==> config.mk <==
export PLATFORM = sky130hd
export DESIGN_NAME = bwc_top
export DESIGN_NICKNAME = d
export VERILOG_FILES = /design/src/bwc_top.v
export VERILOG_INCLUDE_DIRS = /design/src /design/src/src
export SDC_FILE = /design/constraint.sdc
export NUM_CORES = 1
export LEC_CHECK = 0
export BUFFER_PORTS_ARGS = -buffer_cell sky130_fd_sc_hd__buf_2
export CELL_PAD_IN_SITES_DETAIL_PLACEMENT = 1
export CELL_PAD_IN_SITES_GLOBAL_PLACEMENT = 1
export CORE_MARGIN = 5
export CORE_UTILIZATION = 46
export DETAILED_ROUTE_END_ITERATION = 8
export GPL_ROUTABILITY_DRIVEN = 0
export HOLD_SLACK_MARGIN = 0.06
export PLACE_DENSITY_LB_ADDON = 0.12
export SLEW_MARGIN = 20
export SYNTH_ARGS = -nofsm -noshare
export SYNTH_HDL_FRONTEND = slang
export SYNTH_SLANG_ARGS = --single-unit
==> constraint.sdc <==
create_clock -name clock -period 14.4 [get_ports clock]
set_clock_uncertainty 0.2 [all_clocks]
set_input_delay 3.6 -clock clock [delete_from_list [all_inputs] [get_ports clock]]
set_output_delay 3.6 -clock clock [all_outputs]
set_load 0.01 [all_outputs]
==> src/bwc_consts.vh <==
// Behaviour
// prefetch window base bits 63:32, 32-bit read-write, resets to zero
// prefetch window limit bits 63:32, 32-bit read-write, resets to zero
// io upper word bits 15:0 hold io base address 31:16, reset zero
// io upper word bits 31:16 hold io limit address 31:16, reset zero
// capability pointer is read-only and returns 40h
// interrupt line byte stores software value, resets to zero
// interrupt pin byte read-only, resets to zero
// downstream ports: pin default overwritable by sideband or eeprom load
// control bit 16: poisoned packets ignored when 0, reported when 1
// control bit 17 gates secondary-to-primary error message forwarding
// bit 18 clear: every io address inside window forwarded downstream
// bit 18 set: first-64KB window hits in top 768 bytes of 1KB go upstream
// control bit 19 enables forwarding of vga memory and io ranges
// vga memory range is 000a0000h to 000bffffh inclusive
// vga io: first 64KB, low ten bits 3b0h-3bbh or 3c0h-3dfh
// prefetch limit compare uses low twenty bits all ones
// control bit 20: clear compares ten io bits, set compares sixteen
// inside window means base <= address <= limit, full width
`ifndef BWC_CONSTS_VH
`define BWC_CONSTS_VH

// ----------------------------------------
// register offsets
// ----------------------------------------
`define BWC_OFF_PF_BASE_HI  8'h28
`define BWC_OFF_PF_LIMIT_HI 8'h2c
`define BWC_OFF_IO_HI       8'h30
`define BWC_OFF_CAP_PTR     8'h34
`define BWC_OFF_INT_CTRL    8'h3c

// ----------------------------------------
// reset and fixed values
// ----------------------------------------
`define BWC_RST_32          32'h0000_0000
`define BWC_RST_16          16'h0000
`define BWC_RST_8           8'h00
`define BWC_RST_CTRL        5'h00
`define BWC_CAP_PTR_VAL     8'h40
`define BWC_ZERO_WORD       32'h0000_0000

// ----------------------------------------
// bridge control bit positions in word 3ch
// ----------------------------------------
`define BWC_BIT_POISON      16
`define BWC_BIT_ERR_FWD     17
`define BWC_BIT_ISA         18
`define BWC_BIT_VGA         19
`define BWC_BIT_VGA16       20
`define BWC_CTRL_LSB        16
`define BWC_CTRL_MSB        20

// ----------------------------------------
// address constants
// ----------------------------------------
`define BWC_LOW20_ZERO      20'h00000
`define BWC_LOW20_ONES      20'hfffff
`define BWC_IO_LOW12_ZERO   12'h000
`define BWC_IO_LOW12_ONES   12'hfff
`define BWC_VGA_MEM_LO      64'h0000_0000_000a_0000
`define BWC_VGA_MEM_HI      64'h0000_0000_000b_ffff
`define BWC_VGA_IO_A_LO     10'h3b0
`define BWC_VGA_IO_A_HI     10'h3bb
`define BWC_VGA_IO_B_LO     10'h3c0
`define BWC_VGA_IO_B_HI     10'h3df
`define BWC_ISA_LOW_QTR     2'h0
`define BWC_VGA16_HI_ZERO   6'h00

`endif

==> src/bwc_top.v <==
`timescale 1ns/100ps
`include "bwc_consts.vh"

// ----------------------------------------
// inclusive range compare
// ----------------------------------------
// purely combinational; callers register whatever depends on it
module bwc_range_cmp #(
  parameter WIDTH = 64
) (
  // value and bounds
  input  wire [WIDTH-1:0] value,
  input  wire [WIDTH-1:0] low,
  input  wire [WIDTH-1:0] high,
  // result
  output wire             in_range
);

// both ends inclusive, so an all-ones limit still matches
assign in_range = (value >= low) && (value <= high);

endmodule

module bwc_top #(
  parameter DOWNSTREAM = 1
) (
  // clock and reset
  input  wire        clock,
  input  wire        rst,
  // register port
  input  wire [7:0]  reg_addr,
  input  wire [31:0] reg_wdata,
  input  wire        reg_wr,
  input  wire        reg_rd,
  output reg  [31:0] reg_rdata,
  // lower window fields from the rest of the header
  input  wire [11:0] pf_base_low,
  input  wire [11:0] pf_limit_low,
  input  wire [3:0]  io_base_low,
  input  wire [3:0]  io_limit_low,
  // interrupt pin default loading
  input  wire        sideband_pin_we,
  input  wire [7:0]  sideband_pin_data,
  input  wire        eeprom_pin_we,
  input  wire [7:0]  eeprom_pin_data,
  // request to classify
  input  wire        req_valid,
  input  wire        req_is_io,
  input  wire [63:0] req_addr,
  // secondary side events
  input  wire        sec_poison_seen,
  input  wire        sec_error_msg,
  // forwarding decisions
  output reg         decide_valid,
  output reg         prefetch_hit,
  output reg         io_forward_down,
  output reg         io_forward_up,
  output reg         vga_forward,
  output reg         poison_report,
  output reg         error_msg_forward,
  // control levels for the forwarding logic
  output reg         poison_response_enable,
  output reg         secondary_error_forward_enable,
  output reg         isa_enable,
  output reg         vga_enable,
  output reg         vga_16bit_decode,
  output reg  [7:0]  interrupt_pin
);

// ----------------------------------------
// register storage
// ----------------------------------------
reg  [31:0] prefetch_window_base_high;
reg  [31:0] prefetch_window_limit_high;
reg  [15:0] io_window_base_high;
reg  [15:0] io_window_limit_high;
reg  [7:0]  interrupt_line_byte;
reg  [7:0]  interrupt_pin_byte;
reg  [4:0]  bridge_control_bits;

wire        hit_pf_base;
wire        hit_pf_limit;
wire        hit_io;
wire        hit_cap;
wire        hit_ctrl;

// any other word ignores writes and reads back zero
assign hit_pf_base  = (reg_addr == `BWC_OFF_PF_BASE_HI);
assign hit_pf_limit = (reg_addr == `BWC_OFF_PF_LIMIT_HI);
assign hit_io       = (reg_addr == `BWC_OFF_IO_HI);
assign hit_cap      = (reg_addr == `BWC_OFF_CAP_PTR);
assign hit_ctrl     = (reg_addr == `BWC_OFF_INT_CTRL);

// ----------------------------------------
// register writes
// ----------------------------------------
always @(posedge clock or posedge rst) begin
  if (rst) begin
    prefetch_window_base_high  <= `BWC_RST_32;
    prefetch_window_limit_high <= `BWC_RST_32;
    io_window_base_high        <= `BWC_RST_16;
    io_window_limit_high       <= `BWC_RST_16;
    interrupt_line_byte        <= `BWC_RST_8;
    bridge_control_bits        <= `BWC_RST_CTRL;
  end else if (reg_wr) begin
    if (hit_pf_base) begin
      prefetch_window_base_high <= reg_wdata;
    end else if (hit_pf_limit) begin
      prefetch_window_limit_high <= reg_wdata;
    end else if (hit_io) begin
      io_window_base_high  <= reg_wdata[15:0];
      io_window_limit_high <= reg_wdata[31:16];
    end else if (hit_ctrl) begin
      interrupt_line_byte <= reg_wdata[7:0];
      // pin byte is read-only from software
      bridge_control_bits <= reg_wdata[`BWC_CTRL_MSB:`BWC_CTRL_LSB];
    end
  end
end

// ----------------------------------------
// interrupt pin default
// ----------------------------------------
// sideband write wins over eeprom load in the same cycle
always @(posedge clock or posedge rst) begin
  if (rst) begin
    interrupt_pin_byte <= `BWC_RST_8;
  end else if (DOWNSTREAM != 0) begin
    if (sideband_pin_we) begin
      interrupt_pin_byte <= sideband_pin_data;
    end else if (eeprom_pin_we) begin
      interrupt_pin_byte <= eeprom_pin_data;
    end
  end
end

// ----------------------------------------
// register reads
// ----------------------------------------
reg  [31:0] next_rdata;

always @* begin
  next_rdata = `BWC_ZERO_WORD;
  if (hit_pf_base) begin
    next_rdata = prefetch_window_base_high;
  end else if (hit_pf_limit) begin
    next_rdata = prefetch_window_limit_high;
  end else if (hit_io) begin
    next_rdata = {io_window_limit_high, io_window_base_high};
  end else if (hit_cap) begin
    next_rdata = {24'h000000, `BWC_CAP_PTR_VAL};
  end else if (hit_ctrl) begin
    // unimplemented control bits above 20 read as zero
    next_rdata = {11'h000, bridge_control_bits,
                  interrupt_pin_byte, interrupt_line_byte};
  end
end

// data only in the cycle after the strobe, zero otherwise
always @(posedge clock or posedge rst) begin
  if (rst) begin
    reg_rdata <= `BWC_ZERO_WORD;
  end else if (reg_rd) begin
    reg_rdata <= next_rdata;
  end else begin
    reg_rdata <= `BWC_ZERO_WORD;
  end
end

// ----------------------------------------
// control field split
// ----------------------------------------
wire        ctl_poison;
wire        ctl_err_fwd;
wire        ctl_isa;
wire        ctl_vga;
wire        ctl_vga16;

assign ctl_poison  = bridge_control_bits[`BWC_BIT_POISON - `BWC_CTRL_LSB];
assign ctl_err_fwd = bridge_control_bits[`BWC_BIT_ERR_FWD - `BWC_CTRL_LSB];
assign ctl_isa     = bridge_control_bits[`BWC_BIT_ISA - `BWC_CTRL_LSB];
assign ctl_vga     = bridge_control_bits[`BWC_BIT_VGA - `BWC_CTRL_LSB];
assign ctl_vga16   = bridge_control_bits[`BWC_BIT_VGA16 - `BWC_CTRL_LSB];

// ----------------------------------------
// full window bounds
// ----------------------------------------
wire [63:0] pf_base_full;
wire [63:0] pf_limit_full;
wire [31:0] io_base_full;
wire [31:0] io_limit_full;

assign pf_base_full  = {prefetch_window_base_high, pf_base_low,
                        `BWC_LOW20_ZERO};
// limit always ends on a 1MB boundary
assign pf_limit_full = {prefetch_window_limit_high, pf_limit_low,
                        `BWC_LOW20_ONES};
assign io_base_full  = {io_window_base_high, io_base_low,
                        `BWC_IO_LOW12_ZERO};
assign io_limit_full = {io_window_limit_high, io_limit_low,
                        `BWC_IO_LOW12_ONES};

// ----------------------------------------
// window compares
// ----------------------------------------
wire        io_addr_fits;
wire        pf_in_win;
wire        io_low_in_win;
wire        io_in_win;

// an io address above 32 bits never matches the io window
assign io_addr_fits = (req_addr[63:32] == `BWC_ZERO_WORD);

// prefetchable window, full 64-bit compare
bwc_range_cmp #(
  .WIDTH(64)
) u_pf_win (
  .value    (req_addr),
  .low      (pf_base_full),
  .high     (pf_limit_full),
  .in_range (pf_in_win)
);

// io window, low 32 bits only
bwc_range_cmp #(
  .WIDTH(32)
) u_io_win (
  .value    (req_addr[31:0]),
  .low      (io_base_full),
  .high     (io_limit_full),
  .in_range (io_low_in_win)
);

assign io_in_win = io_addr_fits && io_low_in_win;

// ----------------------------------------
// isa restriction
// ----------------------------------------
wire        io_first_64k;
wire        io_top_768;
wire        isa_up;

// outside the first 64KB the restriction never applies
assign io_first_64k = io_addr_fits &&
                      (req_addr[31:16] == `BWC_RST_16);
// top 768 bytes of a 1KB block: bits 9:8 not both zero
assign io_top_768   = (req_addr[9:8] != `BWC_ISA_LOW_QTR);
assign isa_up       = ctl_isa && io_in_win &&
                      io_first_64k && io_top_768;

// ----------------------------------------
// vga ranges
// ----------------------------------------
wire        vga_mem_hit;
wire        vga_io_mono;
wire        vga_io_color;
wire        vga_io_low10;
wire        vga_io_hit;

// legacy frame buffer
bwc_range_cmp #(
  .WIDTH(64)
) u_vga_mem (
  .value    (req_addr),
  .low      (`BWC_VGA_MEM_LO),
  .high     (`BWC_VGA_MEM_HI),
  .in_range (vga_mem_hit)
);

// first io block of the adapter
bwc_range_cmp #(
  .WIDTH(10)
) u_vga_io_a (
  .value    (req_addr[9:0]),
  .low      (`BWC_VGA_IO_A_LO),
  .high     (`BWC_VGA_IO_A_HI),
  .in_range (vga_io_mono)
);

// second io block of the adapter
bwc_range_cmp #(
  .WIDTH(10)
) u_vga_io_b (
  .value    (req_addr[9:0]),
  .low      (`BWC_VGA_IO_B_LO),
  .high     (`BWC_VGA_IO_B_HI),
  .in_range (vga_io_color)
);

// upper io bits are judged separately through io_first_64k
assign vga_io_low10 = vga_io_mono || vga_io_color;

// ten-bit decode aliases across every 1KB of the first 64KB; sixteen-bit does not
assign vga_io_hit = io_first_64k && vga_io_low10 &&
                    (!ctl_vga16 ||
                     (req_addr[15:10] == `BWC_VGA16_HI_ZERO));

// ----------------------------------------
// next decisions
// ----------------------------------------
// memory and io requests share only the vga decision
reg         next_prefetch_hit;
reg         next_io_down;
reg         next_io_up;
reg         next_vga;

always @* begin
  next_prefetch_hit = 1'b0;
  next_io_down      = 1'b0;
  next_io_up        = 1'b0;
  next_vga          = 1'b0;
  if (req_valid) begin
    if (req_is_io) begin
      if (ctl_isa) begin
        next_io_up   = isa_up;
        next_io_down = io_in_win && !isa_up;
      end else begin
        next_io_down = io_in_win;
      end
      next_vga = ctl_vga && vga_io_hit;
    end else begin
      next_prefetch_hit = pf_in_win;
      next_vga          = ctl_vga && vga_mem_hit;
    end
  end
end

// ----------------------------------------
// registered outputs
// ----------------------------------------
// one cycle of latency keeps every output straight off a flop
always @(posedge clock or posedge rst) begin
  if (rst) begin
    decide_valid      <= 1'b0;
    prefetch_hit      <= 1'b0;
    io_forward_down   <= 1'b0;
    io_forward_up     <= 1'b0;
    vga_forward       <= 1'b0;
    poison_report     <= 1'b0;
    error_msg_forward <= 1'b0;
  end else begin
    decide_valid      <= req_valid;
    prefetch_hit      <= next_prefetch_hit;
    io_forward_down   <= next_io_down;
    io_forward_up     <= next_io_up;
    vga_forward       <= next_vga;
    poison_report     <= sec_poison_seen && ctl_poison;
    error_msg_forward <= sec_error_msg && ctl_err_fwd;
  end
end

// ----------------------------------------
// control levels
// ----------------------------------------
// copies lag the stored bits by one cycle
always @(posedge clock or posedge rst) begin
  if (rst) begin
    poison_response_enable         <= 1'b0;
    secondary_error_forward_enable <= 1'b0;
    isa_enable                     <= 1'b0;
    vga_enable                     <= 1'b0;
    vga_16bit_decode               <= 1'b0;
    interrupt_pin                  <= `BWC_RST_8;
  end else begin
    poison_response_enable         <= ctl_poison;
    secondary_error_forward_enable <= ctl_err_fwd;
    isa_enable                     <= ctl_isa;
    vga_enable                     <= ctl_vga;
    vga_16bit_decode               <= ctl_vga16;
    interrupt_pin                  <= interrupt_pin_byte;
  end
end

endmodule

==> impl_metrics.csv, run 1 <==
group,metric,value,unit
power_and_ir_drop,power.ir.vdd_worst,0.0000656,V
clock_tree,post_cts_hold_buffer_count,0,
clock_tree,tritoncts_buffer_count,17,
synthesis,synth_enable_flop_cells,0,
clock_tree,cts.sinks,169,
finish,layout_cell_share_with_drive_strength_beyond_1,27.0,%
synthesis,synth_top_area_share,42.1,%
critical_path,crit_path_top_delay_cell,"sky130_fd_sc_hd__nand2_1",
detailed_routing,drt_first_pass_iters,4,
detailed_routing,dr_total_vias,8664,
clock_tree,clock_tree.htree_level_count,4,
worst_hold_path,min_path_cells,0,
synthesis,syn_area_per_cell,9.89,um2
worst_hold_path,min-delay-path-class,"flop to flop",
critical_path,critical_path.reg2reg.startpoint,"prefetch_window_base_high[3]",
die,top_level_ports,214,
die,die_height,158,um
timing,tns,0,ps
placement,place_hpwl,25900,um
critical_path,path_cells,"buf_2, nor4b_4, nand4_1, nand2_1, a21oi_1, o22ai_1, and2_1",
die,floorplan.core_area,21700,um2
outcome,run_status,"complete, no violations",
critical_path,setup.worst_path.end_class,"flop",
clock_tree,register_clock_pin_slew_on_the_reported_worst_setup_and_hold_paths,70,ps
die,die_width,158,um
detailed_routing,vias_per_cell,5.74,
finish,final_core_utilization,54.9,%
clock_tree,cts_root_buf,"sky130_fd_sc_hd__clkbuf_16",
clock_tree,clock_latency_on_the_worst_skew_pair,440,ps
clock_tree,cts.path.max_buffers,2,
detailed_routing,drt_drc_violations_left,0,
power_and_ir_drop,total_power,1.13,mW
clock_tree,cts.repair_timing.setup_buffer_count,0,
clock_tree,tritoncts_clock_tree,"built",
grt,grt_max_degree,101,
synthesis,synth.ff_latch_count,169,
grt,grt_usage,27.6,%
critical_path,worst_ep_required_time,14570,ps
synthesis,syn-instance-count,1015,
detailed_routing,route.antenna.remaining_nets,0,
die,core.rowCount,54,
clock_tree,postCtsResizedCells,0,
detailed_routing,drt-initial-drc-count,460,
synthesis,yosys.cell_count.top_type,"sky130_fd_sc_hd__dfrtp_1",
critical_path,worstPathArrival,6690,ps
timing,max_freq,153,MHz
synthesis,synth_area,10000,um2
synthesis,async_reset_ff_share,100,%
critical_path,ws_path_type,"input pin to flop",
synthesis,yosys.area.top_type,"sky130_fd_sc_hd__dfrtp_1",
critical_path,timing.reg2reg.worst_path_depth,9,
critical_path,critical_path_peak_fanout,22,
worst_hold_path,worst_hold_path_ep,"interrupt_pin[4]",
critical_path,critPathLaunchType,"input pin",
grt,grt_pass1_vias,9500,
worst_hold_path,timing.hold.worst.start,"interrupt_pin_byte[4]",
grt,wire_length_of_the_first_global_routing_pass,52700,um
synthesis,netlist-cell-type-count,50,
timing,worst_pin_slew,1100,ps
synthesis,postSynth.topFlopCell,"sky130_fd_sc_hd__dfrtp_1",
finish,number_of_antenna_repair_diodes,0,
finish,syn_to_layout_area_delta,18.5,%
synthesis,synth.net_count,1305,
timing,final-setup-viol-count,0,
timing,hold_viol,0,
synthesis,synthTopCellsByArea,"sky130_fd_sc_hd__dfrtp_1 (42%), sky130_fd_sc_hd__ha_1 (16%), sky130_fd_sc_hd__mux2_2 (7.5%)",
detailed_routing,drt-wirelength-per-cell,22.4,um
power_and_ir_drop,static-leakage-power,6.08,nW
flow_run,maxCapViolations,0,
die,fp.dieArea,24900,um2
timing,remaining_max_slew_budget_at_the_tightest_pin,26.8,%
timing,min_period,6520,ps
placement,numPortBuffers,213,
grt,grt_antenna_before_repair,1,
power_and_ir_drop,cellPowerDensity,94.8,nW/um2
synthesis,synth-seq-area-share,42.1,%
finish,fin_nets,1506,
timing,final_max_slew_viol_count,0,
detailed_routing,postRouteWirelength,33800,um
timing,finalCritPeriodShare,45.3,%
critical_path,timing.reg2reg.setup_slack,11640,ps
critical_path,timing.critical_path.slowest_cell_delay,1230,ps
grt,grt_remaining_overflow,0,
synthesis,synth_top_cells_by_count,"sky130_fd_sc_hd__dfrtp_1 (169), sky130_fd_sc_hd__inv_1 (134), sky130_fd_sc_hd__ha_1 (128)",
synthesis,yosysWarningCount,0,
die,initial_utilization,46.3,%
timing,rsz0062_at_grt,"false",
critical_path,critical_path.reg2reg.endpoint,"prefetch_hit",
worst max-delay path, delay by kind of cell:
| kind | cells | cell delay (ps) |
|---|---|---|
| and+or+nand+nor | 4 | 2700 |
| AOI/OAI and AO/OA | 2 | 270 |
| buffers and inverters | 1 | 110 |
metal layers:
layer	track usage [%]	wire length [um]	share of wire (%)
met1	37.5	14900	44
met5	0	0	0
met4	8.52	865	2.6
met3	4.73	2150	6.4
met2	45.2	15900	47
how the worst max path moves through the flow:
stage	from	endpoint	slack, ps	cells past startpoint
2_1_floorplan	rst	bridge_control_bits[0]	6020	1
3_3_place_gp	reg_addr[6]	reg_rdata[18]	7640	7
3_5_place_dp	reg_addr[6]	reg_rdata[17]	7540	7
4_1_cts	reg_addr[6]	reg_rdata[13]	7920	7
5_1_grt	reg_addr[6]	reg_rdata[13]	7720	7
6_report	reg_addr[6]	reg_rdata[13]	7880	7
power by group:
group	leakage [nW]	switching, mW	internal (mW)
combinational	3.64	0.103	0.0709
sequential	2.16	0.0152	0.498
clock	0.274	0.212	0.230
kinds of logic (layout without fill, tap and decap cells):
kind of cell               Yosys count  after routing  share of synthesized area (%)
adders and majority gates          128            128                           16.0
AOI/OAI and AO/OA                  241            241                           13.9
and+or+nand+nor                    222            222                           11.7
DFF                                169            169                           42.1
muxes                               85             85                           9.81
buffers and inverters              170            384                           6.56
registers in the layout (all words and copies together), names as in the netlist, 5 cells and up:
register                    flops
io_window_limit_high           16
interrupt_pin_byte              8
interrupt_pin                   8
bridge_control_bits             5
reg_rdata                      32
prefetch_window_base_high      32
interrupt_line_byte             8
prefetch_window_limit_high     32
io_window_base_high            16
cells in the final DEF (no fill, tap or decap), types with 7 or more instances in the layout:
cell / netlist / final
sky130_fd_sc_hd__buf_2: 10 / 213
sky130_fd_sc_hd__dfrtp_1: 169 / 169
sky130_fd_sc_hd__inv_1: 134 / 133
sky130_fd_sc_hd__ha_1: 128 / 128
sky130_fd_sc_hd__a21oi_1: 84 / 84
sky130_fd_sc_hd__o21ai_0: 70 / 70
sky130_fd_sc_hd__nand2_1: 70 / 69
sky130_fd_sc_hd__mux2_2: 67 / 67
sky130_fd_sc_hd__o22ai_1: 41 / 41
sky130_fd_sc_hd__nor2_1: 27 / 27
sky130_fd_sc_hd__nand4_1: 25 / 25
sky130_fd_sc_hd__and2_1: 24 / 24
sky130_fd_sc_hd__nor4_1: 19 / 19
sky130_fd_sc_hd__clkbuf_16: 0 / 17
sky130_fd_sc_hd__nand3_1: 14 / 14
sky130_fd_sc_hd__mux2_4: 10 / 10
sky130_fd_sc_hd__nor2b_1: 9 / 9
sky130_fd_sc_hd__a211oi_1: 9 / 9
sky130_fd_sc_hd__a21o_1: 9 / 9
sky130_fd_sc_hd__mux2i_1: 8 / 8
sky130_fd_sc_hd__nor3_1: 7 / 7
sky130_fd_sc_hd__inv_6: 0 / 7
stage by stage:
stage | hold WS, ps | cell area [um2] | setup WS (ps) | instances
2_1_floorplan | 173 | 10000 | 6020 | 1015
3_3_place_gp | 202 | 11300 | 7640 | 1477
3_5_place_dp | 204 | 11300 | 7540 | 1477
4_1_cts | 219 | 11900 | 7920 | 1509
5_1_grt | 233 | 11900 | 7720 | 1509
6_report | 215 | 11900 | 7880 | 1509
final cells by class:
| type | instances | area (um2) |
|---|---|---|
| sequential | 169 | 4230 |
| clock inverter | 14 | 113 |
| clock buffer | 18 | 439 |
| multi-input combinational | 676 | 5150 |
| fill | 2554 | 9790 |
| timing repair buffer | 218 | 1100 |
| inverter | 134 | 508 |
| tap | 280 | 350 |
Power figures use the tool's default switching activity.
==> run 2: changes to the inputs <==
--- a/config.mk
+++ b/config.mk
@@ -6,11 +6,12 @@
 export SDC_FILE = /design/constraint.sdc
 export NUM_CORES = 1
 export LEC_CHECK = 0
+export ABC_AREA = 1
 export BUFFER_PORTS_ARGS = -buffer_cell sky130_fd_sc_hd__buf_2
 export CELL_PAD_IN_SITES_DETAIL_PLACEMENT = 1
 export CELL_PAD_IN_SITES_GLOBAL_PLACEMENT = 1
 export CORE_MARGIN = 5
-export CORE_UTILIZATION = 46
+export CORE_UTILIZATION = 41
 export DETAILED_ROUTE_END_ITERATION = 8
 export GPL_ROUTABILITY_DRIVEN = 0
 export HOLD_SLACK_MARGIN = 0.06
==> constraint.sdc (replaced) <==
create_clock -name clock -period 6.03 [get_ports clock]
set_clock_uncertainty 0.2 [all_clocks]
set_input_delay 1.5075 -clock clock [delete_from_list [all_inputs] [get_ports clock]]
set_output_delay 1.5075 -clock clock [all_outputs]
set_load 0.01 [all_outputs]
==> impl_metrics.csv, run 2 <==
group,metric,value,unit
synthesis,yosysWarningCount,0,
synthesis,synthTopCellsByArea,"sky130_fd_sc_hd__dfrtp_1 (40%), sky130_fd_sc_hd__ha_1 (15%), sky130_fd_sc_hd__nand2_1 (11%)",
grt,grt_pass1_vias,10400,
power_and_ir_drop,static-leakage-power,6.49,nW
timing,tns,0,ps
detailed_routing,postRouteWirelength,34000,um
placement,numPortBuffers,213,
synthesis,synth.net_count,1647,
finish,fin_nets,1840,
finish,top_regs,"prefetch_window_base_high (32), prefetch_window_limit_high (32), reg_rdata (32)",
detailed_routing,route.antenna.remaining_nets,0,
clock_tree,cts.path.max_buffers,2,
power_and_ir_drop,comb_power_share,14.5,%
synthesis,syn-instance-count,1357,
synthesis,async_reset_ff_share,100,%
detailed_routing,drt-initial-drc-count,659,
power_and_ir_drop,power.sequential.fraction,43.5,%
critical_path,critical_path.most_common_cell,"sky130_fd_sc_hd__nand2_4",
power_and_ir_drop,pwr-share-clk,42.0,%
clock_tree,post_cts_hold_buffer_count,0,
synthesis,postSynth.topFlopCell,"sky130_fd_sc_hd__dfrtp_1",
clock_tree,cts_root_buf,"sky130_fd_sc_hd__clkbuf_16",
die,floorplan.core_area,25800,um2
detailed_routing,drt-wirelength-per-cell,17.9,um
timing,final_max_slew_viol_count,0,
clock_tree,register_clock_pin_slew_on_the_reported_worst_setup_and_hold_paths,90,ps
timing,remaining_max_slew_budget_at_the_tightest_pin,28.3,%
timing,rsz0062_at_grt,"false",
synthesis,syn_area_per_cell,7.84,um2
die,die_width,171,um
power_and_ir_drop,cellPowerDensity,224,nW/um2
die,die_height,171,um
finish,layout.cells.most_common_list,"sky130_fd_sc_hd__nand2_1 (305), sky130_fd_sc_hd__buf_2 (213), sky130_fd_sc_hd__inv_1 (206), sky130_fd_sc_hd__dfrtp_1 (169), sky130_fd_sc_hd__nor2_1 (131)",
critical_path,critPathLaunchType,"input pin",
timing,finalCritPeriodShare,60.4,%
clock_tree,tritoncts_buffer_count,17,
power_and_ir_drop,intPower,1.95,mW
power_and_ir_drop,total_power,2.81,mW
grt,grt_antenna_before_repair,0,
clock_tree,cts.repair_timing.setup_buffer_count,0,
critical_path,timing.reg2reg.setup_slack,3780,ps
critical_path,critical_path_peak_fanout,64,
critical_path,timing.critical_path.slowest_cell_delay,510,ps
power_and_ir_drop,sw_frac_of_total,30.5,%
clock_tree,cts.sinks,169,
synthesis,yosys.area.top_type,"sky130_fd_sc_hd__dfrtp_1",
synthesis,synth_top_area_share,39.7,%
synthesis,yosys.cell_count.top_type,"sky130_fd_sc_hd__nand2_1",
critical_path,worst_ep_required_time,6180,ps
synthesis,netlist-cell-type-count,37,
timing,max_freq,275,MHz
die,core.rowCount,59,
detailed_routing,drt_drc_violations_left,0,
synthesis,synth.ff_latch_count,169,
grt,grt_usage,23.8,%
synthesis,synth_area,10600,um2
timing,min_period,3640,ps
timing,worst_pin_slew,1080,ps
detailed_routing,dr_total_vias,9723,
worst_hold_path,min-delay-path-class,"flop to flop",
synthesis,synth_top_cells_by_count,"sky130_fd_sc_hd__nand2_1 (305), sky130_fd_sc_hd__inv_1 (207), sky130_fd_sc_hd__dfrtp_1 (169)",
critical_path,setup.worst_path.end_class,"flop",
power_and_ir_drop,power.ir.vdd_worst,0.000145,V
die,top_level_ports,214,
critical_path,crit_path_top_delay_cell,"sky130_fd_sc_hd__nand2_4",
synthesis,synth_enable_flop_cells,0,
flow_run,maxCapViolations,0,
die,initial_utilization,41.2,%
critical_path,crit_buf_inv,3,
critical_path,cp_top_family,"simple AND/OR/NAND/NOR gates",
finish,layout_cell_share_with_drive_strength_beyond_1,18.2,%
critical_path,path_cells,"buf_2, inv_1, nand2_2, nor3b_4, nand2_4, inv_4, nor2_2, nand2_4, nand2_1, o21ai_0",
finish,number_of_antenna_repair_diodes,0,
clock_tree,clock_tree.htree_level_count,4,
clock_tree,tritoncts_clock_tree,"built",
die,fp.dieArea,29300,um2
grt,wire_length_of_the_first_global_routing_pass,54800,um
grt,grt_max_degree,170,
clock_tree,postCtsResizedCells,0,
power_and_ir_drop,p_switching,0.858,mW
grt,grt_remaining_overflow,0,
detailed_routing,vias_per_cell,5.12,
outcome,run_status,"complete, no violations",
timing,final-setup-viol-count,0,
critical_path,worstPathArrival,3790,ps
finish,most_common_cell_after_layout_fill_and_taps_aside,"sky130_fd_sc_hd__nand2_1",
clock_tree,clock_latency_on_the_worst_skew_pair,440,ps
timing,hold_viol,0,
placement,place_hpwl,26100,um
detailed_routing,drt_first_pass_iters,4,
synthesis,synth-seq-area-share,39.7,%
critical_path,ws_path_type,"input pin to flop",
finish,syn_to_layout_area_delta,17.6,%
==> run 2: cell type report <==
cell class,instances,area [um2]
flip-flops and latches,169,4230
multi-input cells,937,5340
repair buffers,214,1090
clock inverters,15,218
fillers,3316,13300
well taps,335,419
inverters,211,801
clock buffers,17,425
==> run 2: final timing paths <==
path                                                     from  depth (start not counted)                  endpoint
worst max-delay path                              reg_addr[7]                         10   io_window_limit_high[8]
worst min-delay path                    interrupt_pin_byte[5]                          0          interrupt_pin[5]
worst max register to register  prefetch_window_base_high[15]                         10              prefetch_hit
worst min register to register          interrupt_pin_byte[5]                          0          interrupt_pin[5]
max in group asynchronous                                 rst                          3  io_window_limit_high[10]
min in group asynchronous                                 rst                          3              reg_rdata[4]
==> run 2: cell families after synthesis <==
family	Yosys count	share of synthesized area (%)
AND/OR/NAND/NOR	518	20.5
buffers and inverters	251	10.1
flip-flops	169	39.7
adder cells (fa/ha/maj)	128	15.0
AO/OA/AOI/OAI	291	14.7
==> run 2: worst register-to-register path: stages, from the launching register on <==
cell and delay [ps]:
sky130_fd_sc_hd__dfrtp_1 380, sky130_fd_sc_hd__inv_1 60, sky130_fd_sc_hd__ha_1 290, sky130_fd_sc_hd__nand2_1 70
sky130_fd_sc_hd__nor2_1 190, sky130_fd_sc_hd__and2_1 210, sky130_fd_sc_hd__nand3_1 210, sky130_fd_sc_hd__nor2_1 190
sky130_fd_sc_hd__nor3b_1 220, sky130_fd_sc_hd__nor2_1 80, sky130_fd_sc_hd__nor2_1 90
==> run 2: per-layer routing <==
metal / vias up / part of all wire [%] / track usage, %
li1: 4777 / - / -
met4: 0 / 2.0 / 6.37
met2: 198 / 49 / 40.9
met3: 44 / 4.4 / 3.65
met5: - / 0 / 0
met1: 4704 / 45 / 31.4
==> run 2: per-stage QoR <==
step	instance area, um2	worst slack (ps)	hold WS (ps)	utilization [%]	cells
3_3_place_gp	11900	2090	213	46.0	1866
4_1_cts	12500	2370	246	48.5	1898
6_report	12500	2390	237	48.5	1898
2_1_floorplan	10600	2170	174	-	1357
5_1_grt	12500	2190	252	48.5	1898
3_5_place_dp	11900	1930	225	46.0	1866
==> run 2: power by group through the flow <==
stage / Clock [mW] / Sequential, mW / Combinational, mW
CTS: 1.20 / 1.22 / 0.415
floorplan: 0 / 1.23 / 0.238
global placement: 0 / 1.24 / 0.389
finish: 1.18 / 1.22 / 0.408
global route: 1.26 / 1.23 / 0.476
detailed placement: 0 / 1.24 / 0.412
==> run 3: changes to the inputs <==
--- a/config.mk
+++ b/config.mk
@@ -11,7 +11,7 @@
 export CELL_PAD_IN_SITES_DETAIL_PLACEMENT = 1
 export CELL_PAD_IN_SITES_GLOBAL_PLACEMENT = 1
 export CORE_MARGIN = 5
-export CORE_UTILIZATION = 41
+export CORE_UTILIZATION = 37
 export DETAILED_ROUTE_END_ITERATION = 8
 export GPL_ROUTABILITY_DRIVEN = 0
 export HOLD_SLACK_MARGIN = 0.06
==> constraint.sdc (replaced) <==
create_clock -name clock -period 3.1 [get_ports clock]
set_clock_uncertainty 0.2 [all_clocks]
set_input_delay 0.775 -clock clock [delete_from_list [all_inputs] [get_ports clock]]
set_output_delay 0.775 -clock clock [all_outputs]
set_load 0.01 [all_outputs]
==> impl_metrics.csv, run 3 (same netlist as run 2, synthesis figures left out) <==
group,metric,value,unit
die,fp.dieArea,32300,um2
placement,place_hpwl,27000,um
timing,finalCritPeriodShare,74.2,%
detailed_routing,drt_first_pass_iters,4,
critical_path,worst_ep_required_time,3270,ps
critical_path,worstPathArrival,2470,ps
detailed_routing,dr_total_vias,9712,
detailed_routing,drt-initial-drc-count,372,
finish,layout.cells.most_common_list,"sky130_fd_sc_hd__nand2_1 (305), sky130_fd_sc_hd__buf_2 (213), sky130_fd_sc_hd__inv_1 (206), sky130_fd_sc_hd__dfrtp_1 (169), sky130_fd_sc_hd__nor2_1 (131)",
finish,most_common_cell_after_layout_fill_and_taps_aside,"sky130_fd_sc_hd__nand2_1",
critical_path,critical_path.reg2reg.startpoint,"prefetch_window_base_high[31]",
grt,grt_remaining_overflow,0,
finish,layout.cells.non_filler,1958,
placement,post_dp_cell_area,12100,um2
detailed_routing,drt-wirelength-per-cell,17.6,um
finish,syn_to_layout_area_delta,19.1,%
power_and_ir_drop,static-leakage-power,6.54,nW
finish,post-route-cell-area,12700,um2
finish,number_of_antenna_repair_diodes,0,
outcome,run_status,"complete, no violations",
timing,final_max_slew_viol_count,0,
clock_tree,clock_latency_on_the_worst_skew_pair,450,ps
worst_hold_path,min-delay-path-class,"input pin to async pin",
die,floorplan.core_area,28500,um2
clock_tree,tritoncts_clock_tree,"built",
clock_tree,cts.path.max_buffers,2,
critical_path,ws_path_type,"flop to flop",
flow_run,maxCapViolations,0,
grt,grt_antenna_before_repair,0,
critical_path,timing.reg2reg.setup_slack,800,ps
power_and_ir_drop,cellPowerDensity,426,nW/um2
die,die_width,180,um
detailed_routing,drt_drc_violations_left,0,
detailed_routing,vias_per_cell,4.96,
placement,numPortBuffers,213,
timing,remaining_max_slew_budget_at_the_tightest_pin,49.9,%
die,top_level_ports,214,
grt,grt_max_degree,107,
finish,top_regs,"prefetch_window_base_high (32), prefetch_window_limit_high (32), reg_rdata (32)",
clock_tree,cts_root_buf,"sky130_fd_sc_hd__clkbuf_16",
detailed_routing,postRouteWirelength,34400,um
clock_tree,cts.sinks,169,
clock_tree,post_cts_hold_buffer_count,0,
critical_path,critical_path_peak_fanout,3,
grt,wire_length_of_the_first_global_routing_pass,55300,um
clock_tree,cts.repair_timing.setup_buffer_count,0,
critical_path,critPathLaunchType,"flop",
timing,max_freq,435,MHz
timing,worst_pin_slew,752,ps
critical_path,timing.reg2reg.worst_path_depth,10,
die,die_height,180,um
critical_path,critical_path.reg2reg.endpoint,"prefetch_hit",
timing,final-setup-viol-count,0,
grt,grt_pass1_vias,10400,
clock_tree,clock_tree.htree_level_count,4,
timing,min_period,2300,ps
clock_tree,tritoncts_buffer_count,17,
clock_tree,postCtsResizedCells,0,
power_and_ir_drop,power.ir.vdd_worst,0.000366,V
die,initial_utilization,37.3,%
die,core.rowCount,62,
detailed_routing,route.antenna.remaining_nets,0,
timing,hold_viol,0,
finish,fin_nets,1851,
grt,grt_usage,21.2,%
placement,numPlacedInstances,1926,
finish,layout_cell_share_with_drive_strength_beyond_1,18.7,%
clock_tree,register_clock_pin_slew_on_the_reported_worst_setup_and_hold_paths,80,ps
critical_path,setup.worst_path.end_class,"flop",
timing,rsz0062_at_grt,"false",
## run 3: per-layer routing
layer  vias up  track usage, %  routed length [um]
met1      4706            28.6               16200
met3        33            3.44                1090
met2       173            36.1               16600
li1       4800               -                   -
met4         0            4.54                 491
met5         -               0                   0
## run 3: through the flow
stage,worst slack (ps),power [mW],util [%],setup TNS (ps),hold slack [ps]
5_1_grt,611,5.70,44.4,0,81.7
2_1_floorplan,-29.7,2.86,-,-5020,174
3_5_place_dp,338,3.22,42.2,0,206
3_3_place_gp,406,3.18,42.2,0,202
4_1_cts,770,5.46,44.4,0,74.8
6_report,800,5.41,44.4,0,74.2
## run 3: how the worst max path moves through the flow
stage,startpoint,end,depth (start not counted)
floorplan,rst,bridge_control_bits[0],1
global placement,req_addr[63],prefetch_hit,10
CTS,prefetch_window_base_high[31],prefetch_hit,10
finish,prefetch_window_base_high[31],prefetch_hit,10
global route,prefetch_window_base_high[31],prefetch_hit,10
detailed placement,reg_addr[6],prefetch_window_base_high[6],9
## run 3: layout make-up
cell class | count | area (um2)
fillers | 3623 | 15900
multi-input cells | 937 | 5340
flip-flops and latches | 169 | 4230
repair buffers | 225 | 1210
inverters | 211 | 801
well taps | 384 | 480
clock buffers | 17 | 425
clock inverters | 15 | 193
## run 3: critical path, cell delays in order, from the launching register on
cell and delay (ps):
sky130_fd_sc_hd__dfrtp_1 380, sky130_fd_sc_hd__inv_1 80, sky130_fd_sc_hd__ha_1 290, sky130_fd_sc_hd__nand2_1 70
sky130_fd_sc_hd__nor2_1 180, sky130_fd_sc_hd__and2_1 230, sky130_fd_sc_hd__nand3_1 220, sky130_fd_sc_hd__nor2_1 200
sky130_fd_sc_hd__nor3b_1 210, sky130_fd_sc_hd__nor2_1 70, sky130_fd_sc_hd__nor2_1 90
## run 3: where the power goes
group          switching (mW)  total [mW]  internal [mW]
Clock                    1.13        2.24           1.10
Combinational           0.482       0.795          0.313
Sequential             0.0782        2.37           2.30
Total                    1.69        5.41           3.71
